==> src/hw/spi_port_pkg.sv <==
// Package of constants and types for the two ends of the serial host port; the state type is the host's.
package spi_port_pkg;
	localparam int unsigned  WORD_W      = 8;
	localparam int unsigned  CNT_W       = 4;
	localparam logic [CNT_W-1:0] BIT_LAST = 4'h7;
	localparam logic [CNT_W-1:0] BIT_ZERO = 4'h0;
	localparam logic [WORD_W-1:0] WORD_ZERO = 8'h00;
	localparam int unsigned  CLK_MHZ     = 50;
	localparam int unsigned  SCLK_HALF_NS = 80;
	localparam logic [7:0]   SCLK_HALF_CYC = 8'((SCLK_HALF_NS * CLK_MHZ) / 1000);
	localparam logic [7:0]   HALF_ZERO   = 8'h00;
	localparam logic [7:0]   HALF_ONE    = 8'h01;
	// Command byte: bit 7 set means a read; host sends one command then one data byte.
	localparam int unsigned  RD_BIT      = 7;

	typedef enum logic [3:0] {
		H_IDLE = 4'b0001,
		H_LEAD = 4'b0010,
		H_SHIFT = 4'b0100,
		H_TAIL = 4'b1000
	} host_state_t;
endpackage

==> src/hw/spi_link_if.sv <==
// Interface joining the serial host and the device port.
`timescale 1ns/1ps
interface spi_link_if;
	logic sclk;            // Serial clock from host.
	logic chip_select_n;   // Active-low select from host.
	logic sdi;             // Host to device data.
	logic so_out;          // Device data-out drive value.
	logic so_oe;           // Device data-out enable.
	wire  serial_out_irq_n = so_oe ? so_out : 1'b1; // Pulled high when released.

	modport device (
		input  sclk,
		input  chip_select_n,
		input  sdi,
		output so_out,
		output so_oe
	);
	modport host (
		output sclk,
		output chip_select_n,
		output sdi,
		input  serial_out_irq_n
	);
endinterface

==> src/hw/spi_device_port.sv <==
// Device end of the serial host port: shifts bytes in and read data out.
`timescale 1ns/1ps
module spi_device_port
	import spi_port_pkg::*;
(
	input  wire logic                       clock,      // System clock, 50 MHz.
	input  wire logic                       rst_n,      // Asynchronous reset, active low.
	spi_link_if.device                      link,       // Serial pins.
	input  wire logic [spi_port_pkg::WORD_W-1:0] rd_data, // Data returned on reads.
	input  wire logic                       irq_pend,   // Enabled interrupt pending.
	output logic [spi_port_pkg::WORD_W-1:0] cmd_byte,   // Last command byte.
	output logic                            cmd_valid,  // Pulse: command byte taken.
	output logic [spi_port_pkg::WORD_W-1:0] wr_data,    // Data byte of a write.
	output logic                            wr_valid    // Pulse: write data taken.
);
	import spi_port_pkg::*;

	typedef struct packed {
		logic [2:0]        sclk_s;
		logic [2:0]        csn_s;
		logic [1:0]        sdi_s;
		logic [CNT_W-1:0]  bitn;
		logic              second;
		logic              rd;
		logic [WORD_W-1:0] shin;
		logic [WORD_W-1:0] shout;
		logic              so_out;
		logic              so_oe;
		logic [WORD_W-1:0] cmd_byte;
		logic              cmd_valid;
		logic [WORD_W-1:0] wr_data;
		logic              wr_valid;
	} dev_t;

	dev_t r;
	dev_t next_r;
	logic sclk_rise;
	logic sclk_fall;
	logic csn;
	logic [WORD_W-1:0] byte_in;

	// Edge finding uses only the second and third synchroniser stages.
	assign sclk_rise = r.sclk_s[1] & ~r.sclk_s[2];
	assign sclk_fall = ~r.sclk_s[1] & r.sclk_s[2];
	assign csn       = r.csn_s[1];
	assign byte_in   = {r.shin[WORD_W-2:0], r.sdi_s[1]};

	// Next-state logic of the whole port.
	always_comb begin
		next_r = r;
		next_r.sclk_s = {r.sclk_s[1:0], link.sclk};
		next_r.csn_s = {r.csn_s[1:0], link.chip_select_n};
		next_r.sdi_s = {r.sdi_s[0], link.sdi};
		next_r.cmd_valid = 1'b0;
		next_r.wr_valid = 1'b0;
		if (csn) begin
			next_r.bitn = BIT_ZERO;
			next_r.second = 1'b0;
			next_r.rd = 1'b0;
			next_r.so_oe = 1'b0;
			next_r.so_out = 1'b1;
		end else begin
			next_r.so_oe = 1'b1;
			if (!r.so_oe) begin
				next_r.so_out = ~irq_pend;
			end
			if (sclk_rise) begin
				next_r.shin = byte_in;
				next_r.bitn = r.bitn + 4'h1;
				if (r.bitn == BIT_LAST) begin
					next_r.bitn = BIT_ZERO;
					if (!r.second) begin
						next_r.cmd_byte = byte_in;
						next_r.cmd_valid = 1'b1;
						next_r.second = 1'b1;
						next_r.rd = byte_in[RD_BIT];
						next_r.shout = rd_data;
					end else begin
						if (!r.rd) begin
							next_r.wr_data = byte_in;
							next_r.wr_valid = 1'b1;
						end
						next_r.second = 1'b0;
						next_r.rd = 1'b0;
					end
				end
			end
			if (sclk_fall) begin
				if (r.rd) begin
					next_r.so_out = r.shout[WORD_W-1];
					next_r.shout = {r.shout[WORD_W-2:0], 1'b0};
				end else begin
					next_r.so_out = ~irq_pend;
				end
			end
		end
	end

	// State register.
	always_ff @(posedge clock or negedge rst_n) begin
		if (!rst_n) begin
			r <= '{sclk_s: 3'h0, csn_s: 3'h7, sdi_s: 2'h0, bitn: BIT_ZERO, second: 1'b0,
				rd: 1'b0, shin: WORD_ZERO, shout: WORD_ZERO, so_out: 1'b1, so_oe: 1'b0,
				cmd_byte: WORD_ZERO, cmd_valid: 1'b0, wr_data: WORD_ZERO, wr_valid: 1'b0};
		end else begin
			r <= next_r;
		end
	end

	assign link.so_out = r.so_out;
	assign link.so_oe  = r.so_oe;
	assign cmd_byte    = r.cmd_byte;
	assign cmd_valid   = r.cmd_valid;
	assign wr_data     = r.wr_data;
	assign wr_valid    = r.wr_valid;
endmodule

==> src/flat_wrapper.sv <==
// flat-port wrapper written by rule: the top's interface ports become plain ports
module spi_device_port_flat import spi_port_pkg::*;
  (clock, rst_n, rd_data, irq_pend, cmd_byte, cmd_valid, wr_data, wr_valid, link_sclk, link_chip_select_n, link_sdi, link_so_out, link_so_oe);
  spi_link_if link_i ();
  input  wire logic clock;
  input  wire logic rst_n;
  input  wire logic [spi_port_pkg::WORD_W-1:0] rd_data;
  input  wire logic irq_pend;
  output logic [spi_port_pkg::WORD_W-1:0] cmd_byte;
  output logic cmd_valid;
  output logic [spi_port_pkg::WORD_W-1:0] wr_data;
  output logic wr_valid;
  input wire logic [$bits(link_i.sclk)-1:0] link_sclk;
  input wire logic [$bits(link_i.chip_select_n)-1:0] link_chip_select_n;
  input wire logic [$bits(link_i.sdi)-1:0] link_sdi;
  output wire logic [$bits(link_i.so_out)-1:0] link_so_out;
  output wire logic [$bits(link_i.so_oe)-1:0] link_so_oe;
  assign link_i.sclk = link_sclk;
  assign link_i.chip_select_n = link_chip_select_n;
  assign link_i.sdi = link_sdi;
  assign link_so_out = link_i.so_out;
  assign link_so_oe = link_i.so_oe;
  spi_device_port u_core (.clock(clock), .rst_n(rst_n), .link(link_i), .rd_data(rd_data), .irq_pend(irq_pend), .cmd_byte(cmd_byte), .cmd_valid(cmd_valid), .wr_data(wr_data), .wr_valid(wr_valid));
endmodule
==> config.mk <==
export PLATFORM = sky130hd
export DESIGN_NAME = spi_device_port_flat
export DESIGN_NICKNAME = d
export VERILOG_FILES = /design/src/hw/spi_port_pkg.sv /design/src/hw/spi_link_if.sv /design/src/hw/spi_device_port.sv /design/src/flat_wrapper.sv
export SDC_FILE = /design/constraint.sdc
export NUM_CORES = 1
export LEC_CHECK = 0
export BUFFER_PORTS_ARGS = -buffer_cell sky130_fd_sc_hd__buf_2
export CELL_PAD_IN_SITES_DETAIL_PLACEMENT = 1
export CELL_PAD_IN_SITES_GLOBAL_PLACEMENT = 1
export CORE_MARGIN = 5
export CORE_UTILIZATION = 40
export CTS_CLUSTER_DIAMETER = 80
export DETAILED_ROUTE_END_ITERATION = 16
export PLACE_DENSITY = 0.74
export SETUP_SLACK_MARGIN = 0.15
export SLEW_MARGIN = 5
export SYNTH_ARGS = -nofsm -noshare
export SYNTH_HDL_FRONTEND = slang
export SYNTH_SLANG_ARGS = --single-unit
==> constraint.sdc <==
create_clock -name clock -period 4.83 [get_ports clock]
set_input_delay 0.966 -clock clock [delete_from_list [all_inputs] [get_ports clock]]
set_output_delay 0.966 -clock clock [all_outputs]
set_load 0.03 [all_outputs]
==> results of run 1 <==
-- metal layers --
layer,up-vias,global-route usage (%)
li1,536,-
met1,608,15.7
met2,34,20.4
met3,5,3.62
met4,0,3.55
met5,-,0
-- registers in the layout, summed over array words and instances (netlist names) --
register / cells
u_core.next_r: 4
u_core.r: 15
u_core.wr_data: 8
u_core.byte_in: 8
u_core.cmd_valid: 1
u_core.link.so_oe: 1
u_core.cmd_byte: 8
u_core.link.so_out: 1
u_core.csn: 1
u_core.wr_valid: 1
-- power by group through the flow --
| stage | sequential (uW) | combinational [uW] | clock, uW |
|---|---|---|---|
| 6_report | 460 | 49.5 | 248 |
| 5_1_grt | 467 | 54.6 | 277 |
| 4_1_cts | 461 | 51.0 | 258 |
| 3_5_place_dp | 470 | 50.7 | 0 |
| 3_3_place_gp | 467 | 48.6 | 0 |
| 2_1_floorplan | 458 | 33.0 | 0 |
-- final timing paths --
kind | from | to
hold / removal | u_core.next_r[43] | u_core.byte_in[0]
hold reg to reg | u_core.next_r[43] | u_core.byte_in[0]
max in group asynchronous | rst_n | u_core.cmd_byte[2]
min in group asynchronous | rst_n | u_core.r[41]
setup reg to reg | u_core.r[38] | u_core.cmd_byte[1]
setup / recovery | u_core.r[38] | u_core.cmd_byte[1]
-- final cells by class --
type                    instances  share of cell area (%)
clock buffers                   6                    3.69
clock inverters                 2                   0.615
inverters                       4                   0.895
multi-input cells              72                    29.6
flip-flops and latches         48                    53.9
well taps                      70                    3.91
repair buffers                 33                    7.38
-- cell usage in the layout, fill, tap and decap left out, drive strengths merged --
| master | Yosys | layout |
|---|---|---|
| nand3 | 2 | 2 |
| or3b | 2 | 2 |
| o2bb2ai | 1 | 1 |
| nand3b | 3 | 3 |
| nand2 | 2 | 2 |
| buf | 19 | 33 |
| ha | 1 | 1 |
| nand4b | 1 | 1 |
| or4 | 2 | 2 |
| a32oi | 1 | 1 |
| nor2 | 2 | 2 |
| o221a | 7 | 7 |
| mux2i | 1 | 1 |
| mux2 | 23 | 23 |
| a21oi | 4 | 4 |
| clkinv | 0 | 1 |
| nor4bb | 1 | 1 |
| or3 | 2 | 2 |
| o21ai | 3 | 3 |
| dfrtp | 45 | 45 |
| inv | 4 | 5 |
| nor3 | 1 | 1 |
| o32ai | 1 | 1 |
| xor2 | 1 | 1 |
| dfstp | 3 | 3 |
| clkbuf | 1 | 6 |
| nand2b | 8 | 8 |
| a211o | 1 | 1 |
| and3b | 1 | 1 |
| nor4b | 1 | 1 |
-- worst max-delay path, delay by kind of cell, from the launching register on --
kind	cells	cell delay, ps
DFF	1	400
muxes	1	340
adders and majority gates	1	240
buffers and inverters	1	180
and+or+nand+nor	2	940
-- kinds of logic (layout without fill, tap and decap cells) --
group	count (synthesis)	in the layout	synth area share, %
compound gates	18	18	8.20
xor+xnor	1	1	0.428
fa+ha+maj	1	1	0.612
buf+inv	24	45	8.68
flops	48	48	58.9
mux	24	24	13.5
simple gates	28	28	9.66
-- per-stage QoR --
step / cells / util (%) / setup WS [ps] / hold WS, ps
after floorplan: 144 / - / 3010 / 331
after global placement: 227 / 42.5 / 2720 / 337
after detailed placement: 227 / 42.5 / 2620 / 345
after CTS: 235 / 44.4 / 2620 / 366
after global routing: 235 / 44.4 / 2470 / 368
final: 235 / 44.4 / 2610 / 359
==> results.json, run 1 <==
{
  "synth_edf_count": 0,
  "io_buffers": 33,
  "seq_power_share_pct": 60.8,
  "vias": 1183,
  "drc_errors": 0,
  "grt_pass1_wl_um": 6180,
  "area_delta_synth_final_pct": 9.36,
  "overflow": 0,
  "groute.usage.overall_pct": 12.3,
  "wl_um": 3770,
  "reg2reg_slack_ps": 2610,
  "end_kind": "flop",
  "grt_max_degree": 49,
  "first_global_vias": 1306,
  "swShare_pct": 23.9,
  "hold_path.class": "reg2reg",
  "initial_core_util_pct": 40.6,
  "synth_top_area_cell": "dfrtp_1",
  "cts_buffer_depth": 2,
  "antenna_found_initial": 0,
  "final_cell_area_sq_um": 2240,
  "setup_tns_ps": 0,
  "die_y_um": 81.5,
  "holdBufCountCts": 0,
  "syn_area_sq_um": 2050,
  "cts_resized": 0,
  "ant_nets": 0,
  "dr.pass1.iters": 4,
  "vias_per_cell": 5.03,
  "htreeDepth": 2,
  "clock_skew_ps": 4.39,
  "top_level_ports": 34,
  "synth_cells": 144,
  "ys_warn_count": 0,
  "post_drt_wl_per_cell_um": 16.0,
  "drive_gt1_share_pct": 47.9,
  "nFillCells": 529,
  "multi_input_area_sq_um": 663,
  "die_w_um": 81.5,
  "period_share_pct": 46.1,
  "met2_length_um": 1850,
  "synth_top_area_share_pct": 55.0,
  "cp.arrival_ps": 2400,
  "cts_made_buffers": 5,
  "worstHoldPathCells": 0,
  "report.final.hold_viol_count": 0,
  "max_freq_mhz": 449,
  "rows": 26,
  "post_cts_buffers": 0,
  "power_frac_comb_pct": 6.5,
  "met3WireLength_um": 227,
  "synthMostInstantiatedCell": "dfrtp_1",
  "rsz0062_at_grt": "false",
  "finish.net_count": 179,
  "pwr_density_cell_nw_per_um2": 338,
  "synth_ff_type": "dfrtp_1",
  "ys_top_cells_by_area": "dfrtp_1, mux2_2, buf_4, dfstp_2, o221a_2",
  "clk_latency_ps": 290,
  "place_area_sq_um": 2140,
  "dieArea_sq_um": 6640,
  "clockPowerShare_pct": 32.7,
  "regArea_sq_um": 1200,
  "reg2reg_depth": 5,
  "dp_hpwl_um": 2730,
  "p_total_uw": 757,
  "synth_nets": 159,
  "outcome": "completed",
  "p_leak_uw": 0.00109,
  "crit_chain": "ha_1, nand3b_1, or3_1, inv_6, mux2_2",
  "seq_area_frac_synth_pct": 58.9,
  "power.switching_uw": 181,
  "tritoncts": "built",
  "first_iter_violations": 83,
  "wl_met1_um": 1660,
  "synthArstFlopShare_pct": 100,
  "cp_max_fo": 10,
  "synthTopCellsByCount": "dfrtp_1, mux2_2, buf_4, nand2b_1, o221a_2",
  "dr.max_layer_used": "met4",
  "period_minus_slack_ps": 2220,
  "antenna_cells": 0,
  "clk_pin_slew_worst_paths_ps": 90,
  "cpPeakStageDelay_ps": 660,
  "setup_violations": 0,
  "peakVddDrop_mv": 0.172,
  "start_kind": "flop",
  "p_int_uw": 576,
  "synth.ff_latch_count": 48,
  "finalMaxSlewViolations": 0,
  "design.core.area_sq_um": 5040,
  "critPathSlowestCell": "or3_1",
  "maxSlewHeadroom_pct": 21.2,
  "cts.sinks": 48,
  "place.gp.congestion": 0.810,
  "worstMarginPinSlew_ps": 1170,
  "syn_area_per_cell_sq_um": 14.2,
  "cp.required_ps": 5010,
  "ys_types": 33,
  "critPathKind": "reg2reg",
  "cts_root_buffer": "clkbuf_8",
  "cap_violations": 0
}
Note: power is estimated with default switching activity, not from simulation.
==> inputs of run 2 (changes only) <==
- ABC_AREA: not set -> 1
- PLACE_DENSITY: 0.74 -> 0.77
- clock period: 4.83 -> 2.3 ns (I/O delays scaled with it)
==> results.json, run 2 <==
{
  "dr.pass1.iters": 4,
  "antenna_cells": 0,
  "p_leak_uw": 0.00126,
  "critPathSlowestCell": "dfrtp_1",
  "tritoncts": "built",
  "cts_root_buffer": "clkbuf_8",
  "start_kind": "flop",
  "report.final.hold_viol_count": 0,
  "die_w_um": 83.8,
  "design.core.area_sq_um": 5200,
  "wl_um": 4040,
  "rsz0062_at_grt": "false",
  "cts_buffer_depth": 2,
  "grt_max_degree": 27,
  "cts_made_buffers": 5,
  "ant_nets": 0,
  "setup_violations": 0,
  "r2r_end": "u_core.r[23]",
  "setup_slack_ps": 743,
  "ys_warn_count": 0,
  "final_common_cell": "nand2_1",
  "period_minus_slack_ps": 1560,
  "rows": 26,
  "max_freq_mhz": 642,
  "worstMarginPinSlew_ps": 591,
  "drc_errors": 0,
  "grt_util_met2_pct": 22.2,
  "met1_usage_pct": 16.3,
  "maxSlewHeadroom_pct": 60.5,
  "p_total_uw": 1620,
  "first_iter_violations": 20,
  "place.gp.congestion": 0.774,
  "hold_path.class": "in2async",
  "busiest_layer": "met2",
  "groute.usage.overall_pct": 13.1,
  "synth_cells": 231,
  "clk_pin_slew_worst_paths_ps": 80,
  "post_cts_buffers": 0,
  "crit_top_cell": "nand2_1",
  "synthTopCellsByCount": "nand2_1, dfrtp_1, nand3_1, o21ai_0, inv_1",
  "io_buffers": 33,
  "dp_hpwl_um": 3010,
  "first_global_vias": 1605,
  "grt_pass1_wl_um": 7600,
  "cp.required_ps": 2480,
  "cpPeakStageDelay_ps": 400,
  "synth_top_area_cell": "dfrtp_1",
  "mostFrequentLayoutCells": "nand2_1, dfrtp_1, buf_2",
  "ys_types": 26,
  "syn_area_sq_um": 2180,
  "die_y_um": 83.8,
  "dp_slack_ps": 732,
  "setup_tns_ps": 0,
  "vias_per_cell": 4.74,
  "syn_area_per_cell_sq_um": 9.42,
  "reg2reg_slack_ps": 740,
  "cts.sinks": 48,
  "top_register": "u_core.r",
  "nFillCells": 625,
  "cp.arrival_ps": 1740,
  "clk_latency_ps": 290,
  "synth_nets": 246,
  "cts_resized": 0,
  "antenna_found_initial": 0,
  "crit_chain": "ha_1, nand2_2, nor2_8, nand2_1, nand2_1, nand3_1, nand2_1, nand2_1",
  "cp_max_fo": 10,
  "clock_skew_ps": 4.93,
  "finish.net_count": 264,
  "drive_gt1_share_pct": 25.7,
  "cap_violations": 0,
  "critPathKind": "reg2reg",
  "synthMostInstantiatedCell": "nand2_1",
  "pwr_density_cell_nw_per_um2": 681,
  "area_delta_synth_final_pct": 9.14,
  "top_level_ports": 34,
  "initial_core_util_pct": 41.8,
  "reg2reg_from": "u_core.r[38]",
  "vias": 1513,
  "outcome": "completed",
  "dieArea_sq_um": 7010,
  "end_kind": "flop",
  "peakVddDrop_mv": 0.298,
  "period_share_pct": 67.7,
  "ys_top_cells_by_area": "dfrtp_1, nand2_1, nand3_1, buf_4, o21ai_0",
  "finalMaxSlewViolations": 0,
  "post_drt_wl_per_cell_um": 12.6,
  "synth_ff_type": "dfrtp_1",
  "met3_usage_pct": 3.16,
  "seq_area_frac_synth_pct": 55.4,
  "htreeDepth": 2,
  "reg2reg_depth": 8,
  "synth_top_area_share_pct": 51.8,
  "synthArstFlopShare_pct": 100,
  "overflow": 0,
  "synth.ff_latch_count": 48,
  "largest_reg_flops": 15,
  "holdBufCountCts": 0,
  "synth_edf_count": 0
}
-- run 2: layer usage --
| metal | routed length [um] | vias up |
|---|---|---|
| met5 | 0 | - |
| met4 | 61 | 0 |
| met3 | 162 | 6 |
| met2 | 1940 | 27 |
| met1 | 1870 | 729 |
| li1 | - | 751 |
-- run 2: worst max path at each step --
stage / depth (start not counted) / slack [ps] / to / from
final: 8 / 740 / u_core.r[23] / u_core.r[38]
after global routing: 8 / 560 / u_core.r[23] / u_core.r[38]
after global placement: 8 / 810 / u_core.r[23] / u_core.r[38]
after floorplan: 9 / 930 / u_core.wr_data[5] / u_core.r[38]
after detailed placement: 8 / 730 / u_core.r[23] / u_core.r[38]
after CTS: 8 / 710 / u_core.r[23] / u_core.r[38]
-- run 2: per-stage QoR --
step | std cells | instance area (sq um) | hold WS (ps) | utilization, %
after floorplan | 231 | 2180 | 164 | -
after global placement | 312 | 2280 | 334 | 43.8
after detailed placement | 312 | 2280 | 337 | 43.8
after CTS | 319 | 2370 | 151 | 45.6
after global routing | 319 | 2370 | 177 | 45.6
final | 319 | 2370 | 137 | 45.6
-- run 2: cell families after synthesis --
family / share of synthesized area (%)
flops: 55.4
compound gates: 8.74
fa+ha+maj: 0.575
xor+xnor: 0.805
buf+inv: 11.4
simple gates: 23.1
-- run 2: layout make-up --
| type | count | area [sq um] | share of cell area (%) |
|---|---|---|---|
| repair buffers | 35 | 193 | 8.11 |
| flip-flops and latches | 48 | 1200 | 50.7 |
| clock buffers | 7 | 96.3 | 4.06 |
| well taps | 70 | 87.6 | 3.69 |
| inverters | 19 | 71.3 | 3.00 |
| multi-input cells | 140 | 722 | 30.4 |
-- run 2: power by group --
part	leakage, uW	internal (uW)	switching, uW
Sequential	0.000633	902	35.0
Combinational	0.000578	51.0	103
Clock	0.0000503	268	259
Total	0.00126	1220	397
-- run 2: worst max-delay path, delay by kind of cell, from the launching register on --
kind                     cells  cell delay [ps]
AND/OR/NAND/NOR              7              820
flip-flops                   1              400
adder cells (fa/ha/maj)      1              220
==> inputs of run 3 (changes only) <==
- CORE_UTILIZATION: 40 -> 38
- clock period: 2.3 -> 1.3 ns (I/O delays scaled with it)
==> results.json, run 3 (same netlist as run 2, synthesis figures left out) <==
{
  "top_level_ports": 34,
  "clk_pin_slew_worst_paths_ps": 100,
  "peakVddDrop_mv": 0.614,
  "end_kind": "flop",
  "vias_per_cell": 4.87,
  "vias": 1743,
  "antenna_cells": 0,
  "fin_util_pct": 55.4,
  "cp_max_fo": 10,
  "nFillCells": 616,
  "die_w_um": 85.7,
  "r2r_end": "u_core.cmd_byte[2]",
  "p_total_uw": 3200,
  "cpPeakStageDelay_ps": 410,
  "io_buffers": 33,
  "dr.max_layer_used": "met4",
  "cp_top_family": "simple AND/OR/NAND/NOR gates",
  "area_delta_synth_final_pct": 41.1,
  "grt_pass1_wl_um": 9330,
  "reg2reg_from": "u_core.r[39]",
  "cts_made_buffers": 5,
  "period_minus_slack_ps": 1390,
  "cts.sinks": 48,
  "largest_reg_flops": 15,
  "overflow": 0,
  "rows": 27,
  "met3WireLength_um": 230,
  "groute.usage.overall_pct": 16.2,
  "dieArea_sq_um": 7340,
  "cp.required_ps": 1530,
  "place.gp.congestion": 0.754,
  "maxSlewHeadroom_pct": 82.3,
  "htreeDepth": 2,
  "initial_core_util_pct": 39.3,
  "design.core.area_sq_um": 5540,
  "min_from": "link_chip_select_n",
  "setup_tns_ps": -897,
  "dr.pass1.iters": 4,
  "p_leak_uw": 0.00151,
  "worstMarginPinSlew_ps": 264,
  "finalMaxSlewViolations": 0,
  "hold_path.class": "in2reg",
  "top_register": "u_core.r",
  "reg2reg_slack_ps": -90,
  "max_freq_mhz": 717,
  "period_share_pct": 107,
  "start_kind": "flop",
  "antenna_found_initial": 0,
  "ant_nets": 0,
  "instances_no_fill": 358,
  "hold-worst-slack_ps": 46.4,
  "violations": "negative setup slack",
  "reg2reg_depth": 5,
  "dp_hpwl_um": 3240,
  "setup_violations": 24,
  "post_drt_wl_per_cell_um": 16.9,
  "pwr_density_cell_nw_per_um2": 1040,
  "outcome": "finished, violations left",
  "grt_max_degree": 49,
  "final_common_cell": "dfrtp_1",
  "mostFrequentLayoutCells": "dfrtp_1, nand2_1, buf_4",
  "finish.net_count": 300,
  "clk_latency_ps": 300,
  "cap_violations": 0,
  "drive_gt1_share_pct": 46.5,
  "crit_chain": "ha_4, nand2_4, nor2_8, nand3_2, o21ai_1",
  "tritoncts": "built",
  "cts_root_buffer": "clkbuf_8",
  "clock_skew_ps": 5.66,
  "wl_um": 6060,
  "report.final.hold_viol_count": 0,
  "hold_end": "u_core.next_r[45]",
  "worstHoldPathCells": 1,
  "cp.arrival_ps": 1620,
  "critPathSlowestCell": "dfrtp_1",
  "rsz0062_at_grt": "true",
  "setup_slack_ps": -94.8,
  "cts_buffer_depth": 2,
  "crit_buf_inv": 0,
  "die_y_um": 85.7,
  "met2_length_um": 3210,
  "critPathKind": "reg2reg",
  "first_global_vias": 1886,
  "first_iter_violations": 41,
  "wl_met1_um": 2550,
  "drc_errors": 0,
  "placedCellCount": 325
}
## run 3: how the worst max path moves through the flow
stage / endpoint / cells past startpoint / start
2_1_floorplan: u_core.wr_data[5] / 9 / u_core.r[39]
3_3_place_gp: u_core.r[20] / 6 / u_core.r[38]
3_5_place_dp: u_core.r[20] / 6 / u_core.r[38]
4_1_cts: u_core.cmd_byte[0] / 6 / u_core.r[39]
5_1_grt: u_core.r[21] / 8 / u_core.r[38]
6_report: u_core.cmd_byte[2] / 5 / u_core.r[39]
## run 3: per-stage QoR
| step | setup WS, ps | cell area (sq um) |
|---|---|---|
| 6_report | -94.8 | 3070 |
| 5_1_grt | -173 | 3070 |
| 4_1_cts | -31.6 | 2730 |
| 3_5_place_dp | -123 | 2380 |
| 3_3_place_gp | -65.8 | 2380 |
| 2_1_floorplan | -49.9 | 2210 |
## run 3: area by class of cell
cell class	instances	area [sq um]	share of cell area, %
flip-flops and latches	48	1200	39.3
multi-input cells	144	982	32.0
clock inverters	3	46.3	1.51
inverters	19	90.1	2.94
clock buffers	5	68.8	2.24
repair buffers	67	587	19.1
well taps	72	90.1	2.94
## run 3: layer usage
layer,global-route usage [%],vias to the layer above
met1,19.9,871
met3,3.94,6
met2,28.7,33
li1,-,833
met4,3.45,0
met5,0,-
## run 3: what timing repair did
item | 4_1_cts | 5_1_grt
hold buffers | 1 | 0
setup endpoints to repair | 49 | 56
cloned | 3 | 1
gates resized for setup | 41 | 74
buffers inserted | 5 | 15
endpoints found under the hold margin | 45 | 0
pin swaps | 6 | 12
## run 3: where the power goes
part           total, uW  switching (uW)  internal (uW)  leakage (uW)
sequential          1680            84.5           1600      0.000633
combinational        407             251            156      0.000823
clock               1120             537            580     0.0000548
